File: config.mk
export PLATFORM = sky130hd
export DESIGN_NAME = lte_tx_events
export DESIGN_NICKNAME = d
export VERILOG_FILES = /design/src/lte_pkg.sv /design/src/lte_evt_if.sv /design/src/lte_evt_sel.sv /design/src/lte_tx_events.sv
export VERILOG_INCLUDE_DIRS = /design/src
export SDC_FILE = /design/constraint.sdc
export NUM_CORES = 1
export LEC_CHECK = 0
export ABC_AREA = 1
export BUFFER_PORTS_ARGS = -buffer_cell sky130_fd_sc_hd__buf_2
export CORE_ASPECT_RATIO = 0.5
export CORE_MARGIN = 2
export CORE_UTILIZATION = 42
export DETAILED_ROUTE_END_ITERATION = 8
export SETUP_SLACK_MARGIN = 0.05
export SLEW_MARGIN = 40
export SYNTH_ARGS = -nofsm -noshare
export SYNTH_HDL_FRONTEND = slang
export SYNTH_SLANG_ARGS = --single-unit
File: constraint.sdc
create_clock -name clk_i -period 3.44 [get_ports clk_i]
set_clock_uncertainty 0.15 [all_clocks]
set_input_delay 0.516 -clock clk_i [delete_from_list [all_inputs] [get_ports clk_i]]
set_output_delay 0.516 -clock clk_i [all_outputs]
set_load 0.05 [all_outputs]
File: src/lte_params.svh
`ifndef LTE_PARAMS_SVH
`define LTE_PARAMS_SVH

// ---------------------------------------------------------------
// event codes
// ---------------------------------------------------------------
`define LTE_EV_TXQ_ALLOC   8'h04
`define LTE_EV_TXQ_FILL    8'h07
`define LTE_EV_HOM_ACQ     8'h26
`define LTE_EV_SNP_ACQ     8'h27
`define LTE_EV_NDR_ACQ     8'h28
`define LTE_EV_HOM_AVAIL   8'h22
`define LTE_EV_SNP_AVAIL   8'h23
`define LTE_EV_NDR_AVAIL   8'h24
`define LTE_EV_AK_ACQ      8'h29
`define LTE_EV_AK_AVAIL    8'h25
`define LTE_EV_DRS_ACQ     8'h2A
`define LTE_EV_DRS_AVAIL   8'h1F
`define LTE_EV_NCB_ACQ     8'h2B
`define LTE_EV_NCB_AVAIL   8'h20
`define LTE_EV_NCS_ACQ     8'h2C
`define LTE_EV_NCS_AVAIL   8'h21
`define LTE_EV_POOL_RET    8'h1C
`define LTE_EV_POOL_PEND   8'h1B

// ---------------------------------------------------------------
// unit-mask virtual network patterns
// ---------------------------------------------------------------
`define LTE_UM_VN0         8'h01
`define LTE_UM_VN1         8'h02
`define LTE_UM_SHARED_VIRTUAL_NETWORK      8'h04

// ---------------------------------------------------------------
// largest increment per cycle of each event
// ---------------------------------------------------------------
`define LTE_MAX_ONE        8'h01
`define LTE_MAX_AD_ACCUM   8'h1C
`define LTE_MAX_AD_NDR     8'h08
`define LTE_MAX_AK_NDR     8'h06
`define LTE_MAX_DRS        8'h08
`define LTE_MAX_NC         8'h02
`define LTE_MAX_POOL       8'h80

// ---------------------------------------------------------------
// sizes and reset values
// ---------------------------------------------------------------
`define LTE_NUM_CTR        4
`define LTE_TXQ_DEPTH      16
`define LTE_INC_RST        8'h00
`define LTE_FILL_RST       8'h00

`endif

File: src/lte_pkg.sv
package lte_pkg;

   // ------------------------------------------------------------
   // shared types
   // ------------------------------------------------------------
   typedef logic [7:0] lte_code_t;
   typedef logic [7:0] lte_umask_t;
   typedef logic [7:0] lte_inc_t;

   // transmit flit queue path: flits go straight out, or through the queue
   typedef enum logic {
      LTE_TXQ_BYPASS,
      LTE_TXQ_QUEUED
   } lte_txq_state_t;

endpackage : lte_pkg

File: src/lte_evt_if.sv
`timescale 1ns/10ps

// per-cycle raw event values, shared by all counter selectors
interface lte_evt_if;
   logic                  txq_alloc;
   logic [7:0]            txq_fill;
   logic [1:0]            hom_acq;
   logic [1:0]            snp_acq;
   logic [1:0]            ndr_acq;
   logic                  ak_acq;
   logic [2:0]            drs_acq;
   logic [1:0]            ncb_acq;
   logic [1:0]            ncs_acq;
   logic [1:0][4:0]       hom_avail;
   logic [1:0][4:0]       snp_avail;
   logic [1:0][3:0]       ndr_avail;
   logic [2:0]            ak_avail;
   logic [2:0][3:0]       drs_avail;
   logic [1:0][1:0]       ncb_avail;
   logic [1:0][1:0]       ncs_avail;
   logic                  pool_ret;
   logic [7:0]            pool_pend;

   modport src (
      output txq_alloc, txq_fill, hom_acq, snp_acq, ndr_acq, ak_acq, drs_acq,
             ncb_acq, ncs_acq, hom_avail, snp_avail, ndr_avail, ak_avail,
             drs_avail, ncb_avail, ncs_avail, pool_ret, pool_pend
   );
   modport sel (
      input  txq_alloc, txq_fill, hom_acq, snp_acq, ndr_acq, ak_acq, drs_acq,
             ncb_acq, ncs_acq, hom_avail, snp_avail, ndr_avail, ak_avail,
             drs_avail, ncb_avail, ncs_avail, pool_ret, pool_pend
   );
endinterface : lte_evt_if

File: src/lte_evt_sel.sv
`timescale 1ns/10ps
`include "lte_params.svh"

// one counter's event decode: code, unit mask and extra select to an increment
module lte_evt_sel (
   // shared event values
   lte_evt_if.sel                   ev,
   // counter selection
   input  wire lte_pkg::lte_code_t  code_i,
   input  wire lte_pkg::lte_umask_t umask_i,
   input  wire logic                ext_sel_i,
   // increment
   output lte_pkg::lte_inc_t        inc_o
);

   // ---------------------------------------------------------------
   // decode helpers
   // ---------------------------------------------------------------

   // only the two flit queue events are selected without the extra bit
   function automatic logic needs_ext(input lte_pkg::lte_code_t c);
      needs_ext = !(c == `LTE_EV_TXQ_ALLOC || c == `LTE_EV_TXQ_FILL);
   endfunction : needs_ext

   // sum of the selected networks, held to the event's ceiling
   function automatic lte_pkg::lte_inc_t vn_sum(input logic [7:0]      um,
                                                input logic [2:0][7:0] val,
                                                input logic [7:0]      cap);
      logic [9:0] acc;
      acc = 10'h000;
      for (int i = 0; i < 3; i++) begin
         if (um[i]) begin
            acc = acc + {2'h0, val[i]};
         end
      end
      if (acc > {2'h0, cap}) begin
         acc = {2'h0, cap};
      end
      return acc[7:0];
   endfunction : vn_sum

   // ---------------------------------------------------------------
   // event select
   // ---------------------------------------------------------------

   // a wrong extra select bit yields nothing rather than a foreign event
   always_comb begin
      inc_o = `LTE_INC_RST;
      if (ext_sel_i == needs_ext(code_i)) begin
         case (code_i)
            `LTE_EV_TXQ_ALLOC: inc_o = {7'h00, ev.txq_alloc};
            `LTE_EV_TXQ_FILL:  inc_o = ev.txq_fill;
            `LTE_EV_HOM_ACQ:   inc_o = vn_sum(umask_i & 8'h03,
               {8'h00, 7'h00, ev.hom_acq[1], 7'h00, ev.hom_acq[0]}, `LTE_MAX_ONE);
            `LTE_EV_SNP_ACQ:   inc_o = vn_sum(umask_i & 8'h03,
               {8'h00, 7'h00, ev.snp_acq[1], 7'h00, ev.snp_acq[0]}, `LTE_MAX_ONE);
            `LTE_EV_NDR_ACQ:   inc_o = vn_sum(umask_i & 8'h03,
               {8'h00, 7'h00, ev.ndr_acq[1], 7'h00, ev.ndr_acq[0]}, `LTE_MAX_ONE);
            `LTE_EV_HOM_AVAIL: inc_o = vn_sum(umask_i & 8'h03,
               {8'h00, 3'h0, ev.hom_avail[1], 3'h0, ev.hom_avail[0]},
               `LTE_MAX_AD_ACCUM);
            `LTE_EV_SNP_AVAIL: inc_o = vn_sum(umask_i & 8'h03,
               {8'h00, 3'h0, ev.snp_avail[1], 3'h0, ev.snp_avail[0]},
               `LTE_MAX_AD_ACCUM);
            `LTE_EV_NDR_AVAIL: inc_o = vn_sum(umask_i & 8'h03,
               {8'h00, 4'h0, ev.ndr_avail[1], 4'h0, ev.ndr_avail[0]},
               `LTE_MAX_AD_NDR);
            `LTE_EV_AK_ACQ:    inc_o = {7'h00, ev.ak_acq};
            `LTE_EV_AK_AVAIL:  inc_o = (ev.ak_avail > 3'h6) ? `LTE_MAX_AK_NDR
                                       : {5'h00, ev.ak_avail};
            `LTE_EV_DRS_ACQ:   inc_o = vn_sum(umask_i & 8'h07,
               {7'h00, ev.drs_acq[2], 7'h00, ev.drs_acq[1], 7'h00, ev.drs_acq[0]},
               `LTE_MAX_ONE);
            `LTE_EV_DRS_AVAIL: inc_o = vn_sum(umask_i & 8'h07,
               {4'h0, ev.drs_avail[2], 4'h0, ev.drs_avail[1],
                4'h0, ev.drs_avail[0]}, `LTE_MAX_DRS);
            `LTE_EV_NCB_ACQ:   inc_o = vn_sum(umask_i & 8'h03,
               {8'h00, 7'h00, ev.ncb_acq[1], 7'h00, ev.ncb_acq[0]}, `LTE_MAX_ONE);
            `LTE_EV_NCB_AVAIL: inc_o = vn_sum(umask_i & 8'h03,
               {8'h00, 6'h00, ev.ncb_avail[1], 6'h00, ev.ncb_avail[0]},
               `LTE_MAX_NC);
            `LTE_EV_NCS_ACQ:   inc_o = vn_sum(umask_i & 8'h03,
               {8'h00, 7'h00, ev.ncs_acq[1], 7'h00, ev.ncs_acq[0]}, `LTE_MAX_ONE);
            `LTE_EV_NCS_AVAIL: inc_o = vn_sum(umask_i & 8'h03,
               {8'h00, 6'h00, ev.ncs_avail[1], 6'h00, ev.ncs_avail[0]},
               `LTE_MAX_NC);
            `LTE_EV_POOL_RET:  inc_o = {7'h00, ev.pool_ret};
            `LTE_EV_POOL_PEND: inc_o = (ev.pool_pend > `LTE_MAX_POOL) ? `LTE_MAX_POOL
                                       : ev.pool_pend;
            default:           inc_o = `LTE_INC_RST;
         endcase
      end
   end

endmodule : lte_evt_sel

File: src/lte_tx_events.sv
`timescale 1ns/10ps
`include "lte_params.svh"

// Behaviour
// - count one per transmit queue allocation
// - add transmit queue flit count each cycle
// - queue used when narrowed or retrying, and until it drains
// - count home, snoop, response credits acquired
// - add home and snoop credits, up to 28
// - add response credits available, up to 8
// - acknowledge ring credits: acquired, available up to 6
// - data response credits: acquired, available up to 8
// - bypass class credits: acquired, available up to 2
// - standard class credits: acquired, available up to 2
// - mask bits select network zero, one, shared
// - count pool credits returned to partner
// - add pool credits pending return, up to 128
// - every event usable on all four counters
module lte_tx_events #(
   parameter int NUM_CTR   = `LTE_NUM_CTR,
   parameter int TXQ_DEPTH = `LTE_TXQ_DEPTH
) (
   // clock and reset
   input  wire logic                               clk_i,
   input  wire logic                               rst_n_i,
   // counter selection, one set per generic counter
   input  wire lte_pkg::lte_code_t  [NUM_CTR-1:0]  ev_code_i,
   input  wire lte_pkg::lte_umask_t [NUM_CTR-1:0]  umask_i,
   input  wire logic                [NUM_CTR-1:0]  ext_sel_i,
   // transmit flit path
   input  wire logic                               flit_valid_i,
   input  wire logic                               txq_drain_i,
   input  wire logic                               reduced_width_link_state_i,
   input  wire logic                               link_level_retry_i,
   // address ring credits
   input  wire logic                [1:0]          hom_acq_i,
   input  wire logic                [1:0]          snp_acq_i,
   input  wire logic                [1:0]          ndr_acq_i,
   input  wire logic                [1:0][4:0]     hom_avail_i,
   input  wire logic                [1:0][4:0]     snp_avail_i,
   input  wire logic                [1:0][3:0]     ndr_avail_i,
   // acknowledge ring credits
   input  wire logic                               ak_acq_i,
   input  wire logic                [2:0]          ak_avail_i,
   // block data ring credits
   input  wire logic                [2:0]          drs_acq_i,
   input  wire logic                [2:0][3:0]     drs_avail_i,
   input  wire logic                [1:0]          ncb_acq_i,
   input  wire logic                [1:0][1:0]     ncb_avail_i,
   input  wire logic                [1:0]          ncs_acq_i,
   input  wire logic                [1:0][1:0]     ncs_avail_i,
   // adaptive pool credit return
   input  wire logic                               pool_ret_i,
   input  wire logic                [7:0]          pool_pend_i,
   // increments and queue state
   output lte_pkg::lte_inc_t        [NUM_CTR-1:0]  inc_o,
   output logic                     [7:0]          txq_fill_o,
   output logic                                    txq_full_o,
   output logic                                    txq_queued_o
);

   // ---------------------------------------------------------------
   // transmit flit queue tracking
   // ---------------------------------------------------------------
   localparam logic [7:0] TXQ_LAST = 8'(TXQ_DEPTH);

   lte_pkg::lte_txq_state_t state_reg;
   lte_pkg::lte_txq_state_t state_next;
   logic [7:0]              fill_reg;
   logic [7:0]              fill_next;
   logic                    full_reg;
   logic                    queue_mode;
   logic                    txq_alloc;
   logic                    txq_pop;

   // narrowed link or retry forces the queue; otherwise flits bypass it once it is empty
   assign queue_mode = reduced_width_link_state_i | link_level_retry_i;

   // flits keep queueing until the queue drains, so order on the link holds
   assign txq_alloc = flit_valid_i & (queue_mode | (fill_reg != 8'h00)) & ~full_reg;
   assign txq_pop   = txq_drain_i & (fill_reg != 8'h00);

   // occupancy after this cycle's allocation and drain
   always_comb begin
      fill_next = fill_reg + {7'h00, txq_alloc} - {7'h00, txq_pop};
   end

   // path state: queued while forced or while flits are still held
   always_comb begin
      case (state_reg)
         lte_pkg::LTE_TXQ_BYPASS: begin
            state_next = queue_mode ? lte_pkg::LTE_TXQ_QUEUED : lte_pkg::LTE_TXQ_BYPASS;
         end
         lte_pkg::LTE_TXQ_QUEUED: begin
            if (!queue_mode && fill_next == 8'h00) begin
               state_next = lte_pkg::LTE_TXQ_BYPASS;
            end else begin
               state_next = lte_pkg::LTE_TXQ_QUEUED;
            end
         end
         default: state_next = lte_pkg::LTE_TXQ_BYPASS;
      endcase
   end

   // occupancy register
   always_ff @(posedge clk_i or negedge rst_n_i) begin
      if (!rst_n_i) begin
         fill_reg <= `LTE_FILL_RST;
      end else begin
         fill_reg <= fill_next;
      end
   end

   // full flag, registered so the source sees it from a flip-flop
   always_ff @(posedge clk_i or negedge rst_n_i) begin
      if (!rst_n_i) begin
         full_reg <= 1'b0;
      end else begin
         full_reg <= (fill_next == TXQ_LAST);
      end
   end

   // path state register
   always_ff @(posedge clk_i or negedge rst_n_i) begin
      if (!rst_n_i) begin
         state_reg <= lte_pkg::LTE_TXQ_BYPASS;
      end else begin
         state_reg <= state_next;
      end
   end

   // ---------------------------------------------------------------
   // shared event values
   // ---------------------------------------------------------------
   lte_evt_if ev_bus ();

   // all inputs share this clock, so no synchroniser is needed here
   assign ev_bus.txq_alloc = txq_alloc;
   assign ev_bus.txq_fill  = fill_reg;
   assign ev_bus.hom_acq   = hom_acq_i;
   assign ev_bus.snp_acq   = snp_acq_i;
   assign ev_bus.ndr_acq   = ndr_acq_i;
   assign ev_bus.ak_acq    = ak_acq_i;
   assign ev_bus.drs_acq   = drs_acq_i;
   assign ev_bus.ncb_acq   = ncb_acq_i;
   assign ev_bus.ncs_acq   = ncs_acq_i;
   assign ev_bus.hom_avail = hom_avail_i;
   assign ev_bus.snp_avail = snp_avail_i;
   assign ev_bus.ndr_avail = ndr_avail_i;
   assign ev_bus.ak_avail  = ak_avail_i;
   assign ev_bus.drs_avail = drs_avail_i;
   assign ev_bus.ncb_avail = ncb_avail_i;
   assign ev_bus.ncs_avail = ncs_avail_i;
   assign ev_bus.pool_ret  = pool_ret_i;
   assign ev_bus.pool_pend = pool_pend_i;

   // ---------------------------------------------------------------
   // per-counter selection
   // ---------------------------------------------------------------
   lte_pkg::lte_inc_t [NUM_CTR-1:0] inc_next;
   lte_pkg::lte_inc_t [NUM_CTR-1:0] inc_reg;

   // identical decoder per counter, so no event is tied to one counter
   for (genvar g = 0; g < NUM_CTR; g++) begin : g_ctr
      lte_evt_sel u_sel (
         .ev        (ev_bus.sel),
         .code_i    (ev_code_i[g]),
         .umask_i   (umask_i[g]),
         .ext_sel_i (ext_sel_i[g]),
         .inc_o     (inc_next[g])
      );
   end

   // increments leave flip-flops one cycle after the event
   // one process for the whole array, so each register has a single writer
   always_ff @(posedge clk_i or negedge rst_n_i) begin
      if (!rst_n_i) begin
         for (int i = 0; i < NUM_CTR; i++) begin
            inc_reg[i] <= `LTE_INC_RST;
         end
      end else begin
         inc_reg <= inc_next;
      end
   end

   // ---------------------------------------------------------------
   // outputs
   // ---------------------------------------------------------------
   assign inc_o        = inc_reg;
   assign txq_fill_o   = fill_reg;
   assign txq_full_o   = full_reg;
   assign txq_queued_o = (state_reg == lte_pkg::LTE_TXQ_QUEUED);

   for (genvar g = 0; g < NUM_CTR; g++) begin : g_chk

   end
endmodule : lte_tx_events

==> results of run 1 <==
-- synth_stat cells, types with 4 or more instances --
master | instances | share of area, %
nand2_1 | 661 | 22
inv_1 | 317 | 11
nand3_1 | 213 | 9.4
nor2_1 | 203 | 6.7
ha_1 | 139 | 15
o21ai_0 | 99 | 4.4
a21oi_1 | 90 | 4.0
dfrtp_1 | 42 | 9.3
nand4_1 | 30 | 1.7
fa_1 | 29 | 5.1
buf_2 | 24 | 1.1
nand3b_1 | 24 | 1.6
o21ai_1 | 17 | 0.75
xnor2_1 | 12 | 0.93
buf_4 | 10 | 0.66
nor3_1 | 10 | 0.44
o211ai_1 | 9 | 0.60
inv_2 | 7 | 0.23
xor2_1 | 7 | 0.54
clkbuf_1 | 6 | 0.20
nand2_2 | 6 | 0.33
nor2_2 | 6 | 0.33
nor3b_1 | 5 | 0.33
o21a_1 | 5 | 0.33
a21oi_2 | 4 | 0.31
a31oi_1 | 4 | 0.22
and2_1 | 4 | 0.22
nor2_4 | 4 | 0.40
-- cells by family (layout without fill, tap and decap cells) --
group / Yosys count / count (layout) / share of synthesized area (%)
AND/OR/NAND/NOR: 1181 / 1181 / 44.5
buffers and inverters: 368 / 569 / 12.9
AO/OA/AOI/OAI: 238 / 238 / 11.3
adder cells (fa/ha/maj): 168 / 168 / 20.5
flip-flops: 42 / 42 / 9.30
XOR/XNOR: 19 / 19 / 1.47
-- worst max-delay path: stages --
cell	delay, ns
buf_2	0.11
nand2_1	0.07
inv_1	0.05
ha_1	0.15
inv_1	0.06
fa_2	0.51
o21ai_0	0.06
buf_4	0.16
fa_1	0.50
inv_1	0.03
o21ai_0	0.21
nor2_1	0.06
nand3_1	0.08
nand2_1	0.06
nand2_1	0.08
nor2_1	0.04
buf_4	0.14
nor2_1	0.09
buf_4	0.14
nor2_1	0.04
-- per-stage QoR --
stage / cells / worst slack, ns
floorplan: 2016 / 0.129
global placement: 2558 / 0.00671
detailed placement: 2558 / -0.00704
CTS: 2566 / 0.149
global route: 2569 / 0.00947
finish: 2569 / 0.313
-- worst max path at each step --
stage                             start      endpoint  cells after the start
after floorplan           txq_fill_o[4]  txq_queued_o                     20
after global placement      umask_i[24]     inc_o[24]                     20
after detailed placement    umask_i[24]     inc_o[24]                     21
after CTS                 txq_fill_o[3]  txq_queued_o                     20
after global routing        umask_i[24]     inc_o[24]                     21
final                       umask_i[24]     inc_o[24]                     20
-- layer usage --
metal / global-route usage, % / wire length (um)
met2: 45.6 / 17200
met5: 0 / 0
met1: 41.0 / 19400
met3: 8.70 / 4230
met4: 5.69 / 681
-- final cells by class --
class	instances	area [um2]	area share, %
Clock buffer	6	129	0.987
Clock inverter	2	37.5	0.287
Inverter	327	1230	9.40
Multi-Input combinational cell	1606	8820	67.6
Sequential cell	42	1050	8.05
Tap cell	352	440	3.37
Timing Repair Buffer	234	1350	10.3
-- repair_timing --
item	CTS	global route
setup buffers	0	3
gates resized for setup	0	13
hold endpoints to repair	0	0
setup endpoints to repair	0	6
-- power groups by stage --
| stage | logic (mW) | clock network [mW] | registers [mW] |
|---|---|---|---|
| final | 2.45 | 0.595 | 0.589 |
| after global routing | 2.78 | 0.619 | 0.597 |
| after CTS | 2.37 | 0.602 | 0.589 |
| after detailed placement | 2.35 | 0 | 0.599 |
| after global placement | 2.33 | 0 | 0.596 |
| after floorplan | 1.38 | 0 | 0.818 |
-- sequential cells by signal, indices dropped and copies added (netlist names) --
signal        cells
txq_full_o        1
inc_o            32
txq_queued_o      1
txq_fill_o        8
==> results.json, run 1 <==
{
  "dpl-instance-area_um2": 12800,
  "p_leak_nw": 7.89,
  "p_per_area_nw_per_um2": 279,
  "root_buffer": "clkbuf_16",
  "synth.avg_cell_area_um2": 5.60,
  "drt_first_pass_iters": 5,
  "ys_types": 47,
  "rsz0062_at_grt": "no",
  "startpoint_type": "input port",
  "required_ns": 3.48,
  "die_h_um": 120,
  "crit_arrival_ns": 3.17,
  "post-route-util_pct": 49.4,
  "cts.reportedPaths.clkPinSlew_ns": 0.08,
  "drc": 0,
  "p_sw_share_pct": 51.6,
  "final_common_cell": "nand2_1",
  "num-fill-cells": 2968,
  "layout-drive-gt1-share_pct": 13.0,
  "setup_viol": 0,
  "p_int_mw": 1.76,
  "antenna_found_initial": 0,
  "drt_iter0_drc": 1136,
  "grt_pass1_vias": 11900,
  "period_needed_ns": 3.13,
  "core_um2": 26400,
  "final_cell_area_um2": 13100,
  "rrSetupSlack_ns": 0.33,
  "cts_tree": "built",
  "mostFrequentLayoutCells": "658 x nand2_1, 315 x inv_1, 212 x nand3_1",
  "async_flop_share_pct": 100,
  "cts_buffer_depth": 2,
  "maxCapViolations": 0,
  "start_util_pct": 42.7,
  "violations": "hold timing",
  "grt_usage_pct": 29.6,
  "synth_area_um2": 11300,
  "max_freq_mhz": 320,
  "seq_power_share_pct": 16.2,
  "hold_buffers": 0,
  "r2r_end": "txq_queued_o",
  "row_count": 42,
  "routedWlPerCell_um": 16.2,
  "ir_worst_vdd_mv": 0.319,
  "hold_viol": 1,
  "slew_headroom_pct": 47.9,
  "grt-ovfl-total": 0,
  "die_w_um": 236,
  "holdCritPathClass": "input port to asynchronous set/reset pin",
  "setup_tns_ns": 0,
  "outcome": "complete, but fails checks",
  "synthFlopType": "dfrtp_1",
  "fin_crit_sh_pct": 90.9,
  "htreeDepth": 2,
  "place_hpwl_mm": 35.3,
  "io_buffers": 169,
  "num_antenna_cells": 0,
  "area.growth.synth_to_final_pct": 15.6,
  "endpoint_kind": "register",
  "synth-seq-cells": 42,
  "tightest_slew_ns": 0.775,
  "routed_via_density": 5.14,
  "yosysWarnings": 0,
  "critPathKind": "input port to register",
  "r2r-start": "txq_fill_o[3]",
  "grt_pass1_wl_mm": 65.0,
  "ant_nets": 0,
  "numClockSinks": 42,
  "grt_max_degree": 37,
  "wl_mm": 41.6,
  "p_switching_mw": 1.88,
  "cts_buffers": 5,
  "p_comb_share_pct": 67.5,
  "nets": 2532,
  "insertion_delay_ns": 0.31,
  "fin_hold_ws_ns": -0.000995,
  "io_pins": 190,
  "rr_worst_depth": 20,
  "ys_seq_area_share_pct": 9.30,
  "routabilityCongestion": 1.03,
  "path_max_fanout": 4,
  "slew_violations": 0,
  "die_area_um2": 28300,
  "num_vias": 13200,
  "clock_power_share_pct": 16.4,
  "syn-num-nets": 2332,
  "synth_edf_count": 0,
  "synthCells": 2016,
  "power_mw": 3.64
}
No activity file was read; power rests on OpenSTA's default activity.
==> run 2, diff against run 1 <==
SYNTH_HIERARCHICAL = 1   (was default)
==> run 2 against run 1 <==
The run now ends clean. Area after synthesis grew 5.2%. Power increased by 4.2%. Largest cell class unchanged. Critical endpoint is now inc_o[18]. Die area increased by 5.1%. Cell area is 4.7% higher. Clock-buffer cell count unchanged. Final cell count increased by 5.2%. First-iteration DRC count rose by 12%. Combinational power increased by 9.0%. Critical path type unchanged.
==> results.json, run 2 <==
{
  "synth_common_cells": "695 x nand2_1, 355 x inv_1, 217 x nand3_1",
  "r2r-start": "txq_fill_o[2]",
  "drt_iter0_drc": 1269,
  "endpoint_kind": "register",
  "required_ns": 3.52,
  "hold_buffers": 0,
  "routed_via_density": 5.13,
  "grt_usage_pct": 29.3,
  "layout-drive-gt1-share_pct": 15.2,
  "num_antenna_cells": 0,
  "p_leak_nw": 8.50,
  "crit_top_cell": "nand2_1",
  "cp_slowest_stage_delay_ns": 0.39,
  "routabilityCongestion": 1.02,
  "max_freq_mhz": 311,
  "maxCapViolations": 0,
  "final_common_cell": "nand2_1",
  "synth_area_leaders": "nand2_1 22%, ha_1 15%, inv_1 11%, nand3_1 9.1%, dfrtp_1 8.8%",
  "area.growth.synth_to_final_pct": 14.9,
  "synthCells": 2118,
  "r2r_end": "txq_queued_o",
  "outcome": "finished clean",
  "rr_worst_depth": 21,
  "cts_buffer_depth": 2,
  "p_per_area_nw_per_um2": 277,
  "tightest_slew_ns": 0.726,
  "area.sequential_um2": 1060,
  "critPathKind": "input port to register",
  "num_vias": 13900,
  "grt_pass1_wl_mm": 67.6,
  "netlist.area_leader.share_pct": 21.9,
  "ir_worst_vdd_mv": 0.557,
  "num-fill-cells": 3149,
  "cts_tree": "built",
  "setup_tns_ns": 0,
  "rsz0062_at_grt": "yes",
  "cp-startpoint": "umask_i[16]",
  "synth-seq-cells": 42,
  "setup_viol": 0,
  "core_um2": 27800,
  "crit_arrival_ns": 3.29,
  "die_area_um2": 29800,
  "syn-num-nets": 2434,
  "period_needed_ns": 3.21,
  "ys_types": 48,
  "largest_reg_flops": 32,
  "antenna_found_initial": 0,
  "slew_headroom_pct": 51.2,
  "cp_cell_sequence": "buf_2 -> nand2_1 -> inv_1 -> ha_1 -> inv_1 -> fa_1 -> inv_1 -> nand3_2 -> nand2_1 -> a21boi_1 -> ha_1 -> a21oi_2 -> nand2_1 -> nand2_1 -> nand4_1 -> o21ai_2 -> buf_4 -> nand3_1 -> nand3b_1 -> nand2_1 -> inv_1",
  "synth_most_common_cell": "nand2_1",
  "cts_buffers": 5,
  "die_w_um": 242,
  "routedWlPerCell_um": 16.2,
  "cp_slowest_cell": "fa_1",
  "io_pins": 190,
  "mostFrequentLayoutCells": "694 x nand2_1, 354 x inv_1, 211 x nand3_1",
  "ys_seq_area_share_pct": 8.84,
  "drt_first_pass_iters": 6,
  "async_flop_share_pct": 100,
  "nets": 2636,
  "endpoint": "inc_o[18]",
  "synth.avg_cell_area_um2": 5.61,
  "start_util_pct": 42.8,
  "yosys.area.top_type": "nand2_1",
  "path_max_fanout": 3,
  "multi_input_comb_area_um2": 9230,
  "cts.reportedPaths.clkPinSlew_ns": 0.06,
  "ant_nets": 0,
  "synth_area_um2": 11900,
  "io_buffers": 169,
  "die_h_um": 123,
  "holdCritPathClass": "input port to asynchronous set/reset pin",
  "grt-ovfl-total": 0,
  "numClockSinks": 42,
  "row_count": 43,
  "startpoint_type": "input port",
  "synth_edf_count": 0,
  "drc": 0,
  "yosysWarnings": 6,
  "root_buffer": "clkbuf_16",
  "power_mw": 3.79,
  "post-route-util_pct": 49.2,
  "synthFlopType": "dfrtp_1",
  "fin_crit_sh_pct": 93.3,
  "wl_mm": 43.7,
  "place_hpwl_mm": 37.5,
  "rrSetupSlack_ns": 0.34,
  "htreeDepth": 2,
  "insertion_delay_ns": 0.28,
  "hold_viol": 0,
  "grt_max_degree": 43,
  "slew_violations": 0,
  "grt_pass1_vias": 12100
}
==> run 2: cell count changes in the layout (fill, tap and decap cells not counted), moves of 7 or more <==
cell	change
o211ai_1	-7
xor2_1	-7
o21ai_0	-15
nand2_2	+14
a21oi_1	-8
inv_1	+39
o21ai_1	+10
nor2_2	+10
nand3_2	+11
o21ai_2	+8
nand2_1	+36
==> run 2: power breakdown <==
group          switching, mW  leakage (nW)  internal [mW]
sequential            0.0260         0.557          0.562
combinational           1.75          7.87          0.920
clock                  0.187        0.0771          0.342
total                   1.96          8.50           1.82
==> run 2: cells by family (layout without fill, tap and decap cells) <==
kind of cell / after synthesis / after routing / share of synthesized area [%]
DFF: 42 / 42 / 8.84
xor gates and xnor gates: 12 / 12 / 1.01
buffers and inverters: 408 / 611 / 14.4
AOI/OAI and AO/OA: 231 / 231 / 10.6
and+or+nand+nor: 1257 / 1257 / 45.6
adders and majority gates: 168 / 168 / 19.5
==> run 2: worst min-delay path by stage <==
stage               cells past startpoint         start           end
detailed placement                      2  txq_queued_o  txq_queued_o
finish                                  1       rst_n_i      inc_o[5]
global route                            1       rst_n_i      inc_o[5]
floorplan                               0       rst_n_i      inc_o[0]
CTS                                     1       rst_n_i      inc_o[5]
global placement                        2  txq_queued_o  txq_queued_o
==> run 2: worst max-delay path: cells and delay by family <==
kind,cells,cell delay (ns)
compound gates,3,0.41
buf+inv,6,0.54
simple gates,9,0.98
fa+ha+maj,3,0.85
==> run 2: layer usage <==
layer,wire [um],track usage (%)
met5,0,0
met4,529,4.13
met3,4110,4.82
met2,18000,45.5
met1,21100,43.3
==> run 2: stage by stage <==
step | hold WS [ns] | worst slack (ns) | cell area (um2) | instances
finish | 0.0563 | 0.230 | 13700 | 2703
global route | 0.120 | 0.0422 | 13700 | 2703
CTS | 0.0760 | 0.106 | 13500 | 2701
detailed placement | 0.305 | -0.116 | 13400 | 2693
global placement | 0.307 | -0.0778 | 13400 | 2693
floorplan | 0.0704 | 0.119 | 11900 | 2118
==> run 2: layout make-up <==
cell class / instances / area share, %
inverter: 371 / 10.3
multi-input combinational: 1668 / 67.6
tap: 382 / 3.50
clock inverter: 2 / 0.275
sequential: 42 / 7.75
clock buffer: 6 / 0.943
timing repair buffer: 232 / 9.72
==> run 2: what timing repair did <==
item                                    in CTS  in global routing
setup buffers                                0                  2
gates resized for setup                      0                 38
endpoints found under the setup margin       0                 17
==> run 3, diff against run 2 <==
PLACE_DENSITY = 0.62   (was default)
==> run 3 against run 2 <==
Power down 2.6%. Final cell count rose by 0.41%. Sequential share of layout area is essentially flat. Flip-flop and latch count unchanged. Combinational power about the same. Global-route usage shrank 0.33 points. Die area is the same. Register-to-register slack got worse by 0.03 ns. Critical path depth shrank 2. Non-clock buffer count up 10. Critical path type unchanged. Largest cell class unchanged.
==> results.json, run 3 (synthesis results as in run 2) <==
{
  "drt_first_pass_iters": 5,
  "row_count": 43,
  "max_freq_mhz": 309,
  "routedWlPerCell_um": 16.3,
  "startpoint_type": "input port",
  "cts_tree": "built",
  "antenna_found_initial": 2,
  "num_vias": 13900,
  "die_area_um2": 29800,
  "crit_arrival_ns": 3.24,
  "start_util_pct": 42.8,
  "htreeDepth": 2,
  "hold_viol": 0,
  "top_usage_layer": "met2",
  "r2r_end": "txq_queued_o",
  "wl_mm": 44.1,
  "num-fill-cells": 3083,
  "cts_buffer_depth": 2,
  "cts.reportedPaths.clkPinSlew_ns": 0.06,
  "place_hpwl_mm": 37.7,
  "nets": 2646,
  "grt_max_degree": 43,
  "setup_viol": 0,
  "io_buffers": 169,
  "slew_headroom_pct": 43.6,
  "mostFrequentLayoutCells": "692 x nand2_1, 354 x inv_1, 214 x nand3_1",
  "path_max_fanout": 4,
  "rrSetupSlack_ns": 0.31,
  "layout-drive-gt1-share_pct": 15.1,
  "r2r-start": "txq_fill_o[6]",
  "grt_pass1_vias": 12000,
  "grt-ovfl-total": 0,
  "final_common_cell": "nand2_1",
  "rr_worst_depth": 21,
  "period_needed_ns": 3.23,
  "die_w_um": 242,
  "core_um2": 27800,
  "grt_usage_pct": 29.0,
  "insertion_delay_ns": 0.29,
  "p_leak_nw": 8.53,
  "required_ns": 3.44,
  "p_per_area_nw_per_um2": 270,
  "gr-usage-met3_pct": 7.05,
  "die_h_um": 123,
  "outcome": "finished clean",
  "critPathKind": "input port to register",
  "io_pins": 190,
  "root_buffer": "clkbuf_16",
  "endpoint_kind": "register",
  "tightest_slew_ns": 0.836,
  "slew_violations": 0,
  "rsz0062_at_grt": "yes",
  "drc": 0,
  "ir_worst_vdd_mv": 0.493,
  "gr-usage-met2_pct": 44.3,
  "routabilityCongestion": 1.01,
  "post-route-util_pct": 49.3,
  "largest_reg_flops": 32,
  "holdCritPathClass": "input port to asynchronous set/reset pin",
  "routed_via_density": 5.12,
  "grt_pass1_wl_mm": 66.5,
  "dp.cells": 2704,
  "gr-usage-met1_pct": 41.5,
  "fin_crit_sh_pct": 93.9,
  "area.growth.synth_to_final_pct": 15.1,
  "ant_nets": 0,
  "drt_iter0_drc": 1454,
  "final_cells": 2714,
  "cts_buffers": 5,
  "maxCapViolations": 0,
  "numClockSinks": 42
}
[run 3: changes by cell type in the layout (fill, tap and decap cells not counted), sizes merged]
cell,previous run,this run
clkinvlp,1,0
diode,0,1
clkbuf,7,6
buf,231,242
bufinv,1,0
clkinv,3,5
[run 3: what timing repair did]
item,4_1_cts,5_1_grt
resized for setup,0,24
hold buffers,0,0
setup endpoints to repair,0,16
buffers inserted,0,1
[run 3: critical path, stage by stage]
cell and delay [ns]:
buf_2 0.14, nand2_1 0.08, inv_1 0.06, ha_1 0.15, inv_1 0.05, fa_1 0.37, inv_1 0.08, nand3_2 0.09
nand2_2 0.08, a21boi_1 0.08, ha_1 0.33, a21oi_2 0.17, nand2_1 0.08, nand2_2 0.07, nand4_1 0.10, o21ai_2 0.26
nand3_1 0.16, nand2_1 0.26, a21oi_1 0.12
[run 3: layer usage]
metal,up-vias,wire length [um]
li1,7136,-
met1,6237,20400
met2,480,18300
met3,44,4820
met4,2,556
met5,-,12
[run 3: worst max path at each step]
stage,depth (start not counted),to,from,slack [ns]
after floorplan,20,txq_queued_o,txq_fill_o[1],0.12
after global placement,21,inc_o[25],umask_i[24],-0.06
after detailed placement,21,inc_o[25],umask_i[24],-0.10
after CTS,21,inc_o[25],umask_i[24],0.16
after global routing,21,inc_o[9],drs_avail_i[0],0.02
final,19,inc_o[11],drs_avail_i[0],0.21
[run 3: stage by stage]
step | cell area, um2 | setup WS (ns) | total power [mW] | TNS [ns] | hold slack [ns]
after floorplan | 11900 | 0.119 | 2.40 | 0 | 0.0704
after global placement | 13500 | -0.0618 | 3.16 | -0.185 | 0.302
after detailed placement | 13500 | -0.102 | 3.20 | -0.724 | 0.308
after CTS | 13600 | 0.155 | 3.67 | 0 | 0.0846
after global routing | 13700 | 0.0237 | 4.04 | 0 | 0.104
final | 13700 | 0.208 | 3.69 | 0 | 0.0660
[run 3: area by class of cell]
type	instances	area, um2	share of cell area, %
multi-input cells	1668	9190	67.2
clock inverters	2	13.8	0.101
flip-flops and latches	42	1060	7.73
well taps	382	478	3.49
diodes	1	2.50	0.0183
clock buffers	6	129	0.942
repair buffers	242	1410	10.3
inverters	371	1400	10.2
[run 3: report_power, final]
| part | switching, mW | internal [mW] | total [mW] |
|---|---|---|---|
| combinational | 1.73 | 0.909 | 2.64 |
| clock | 0.191 | 0.269 | 0.461 |
| sequential | 0.0255 | 0.562 | 0.587 |
| total | 1.95 | 1.74 | 3.69 |
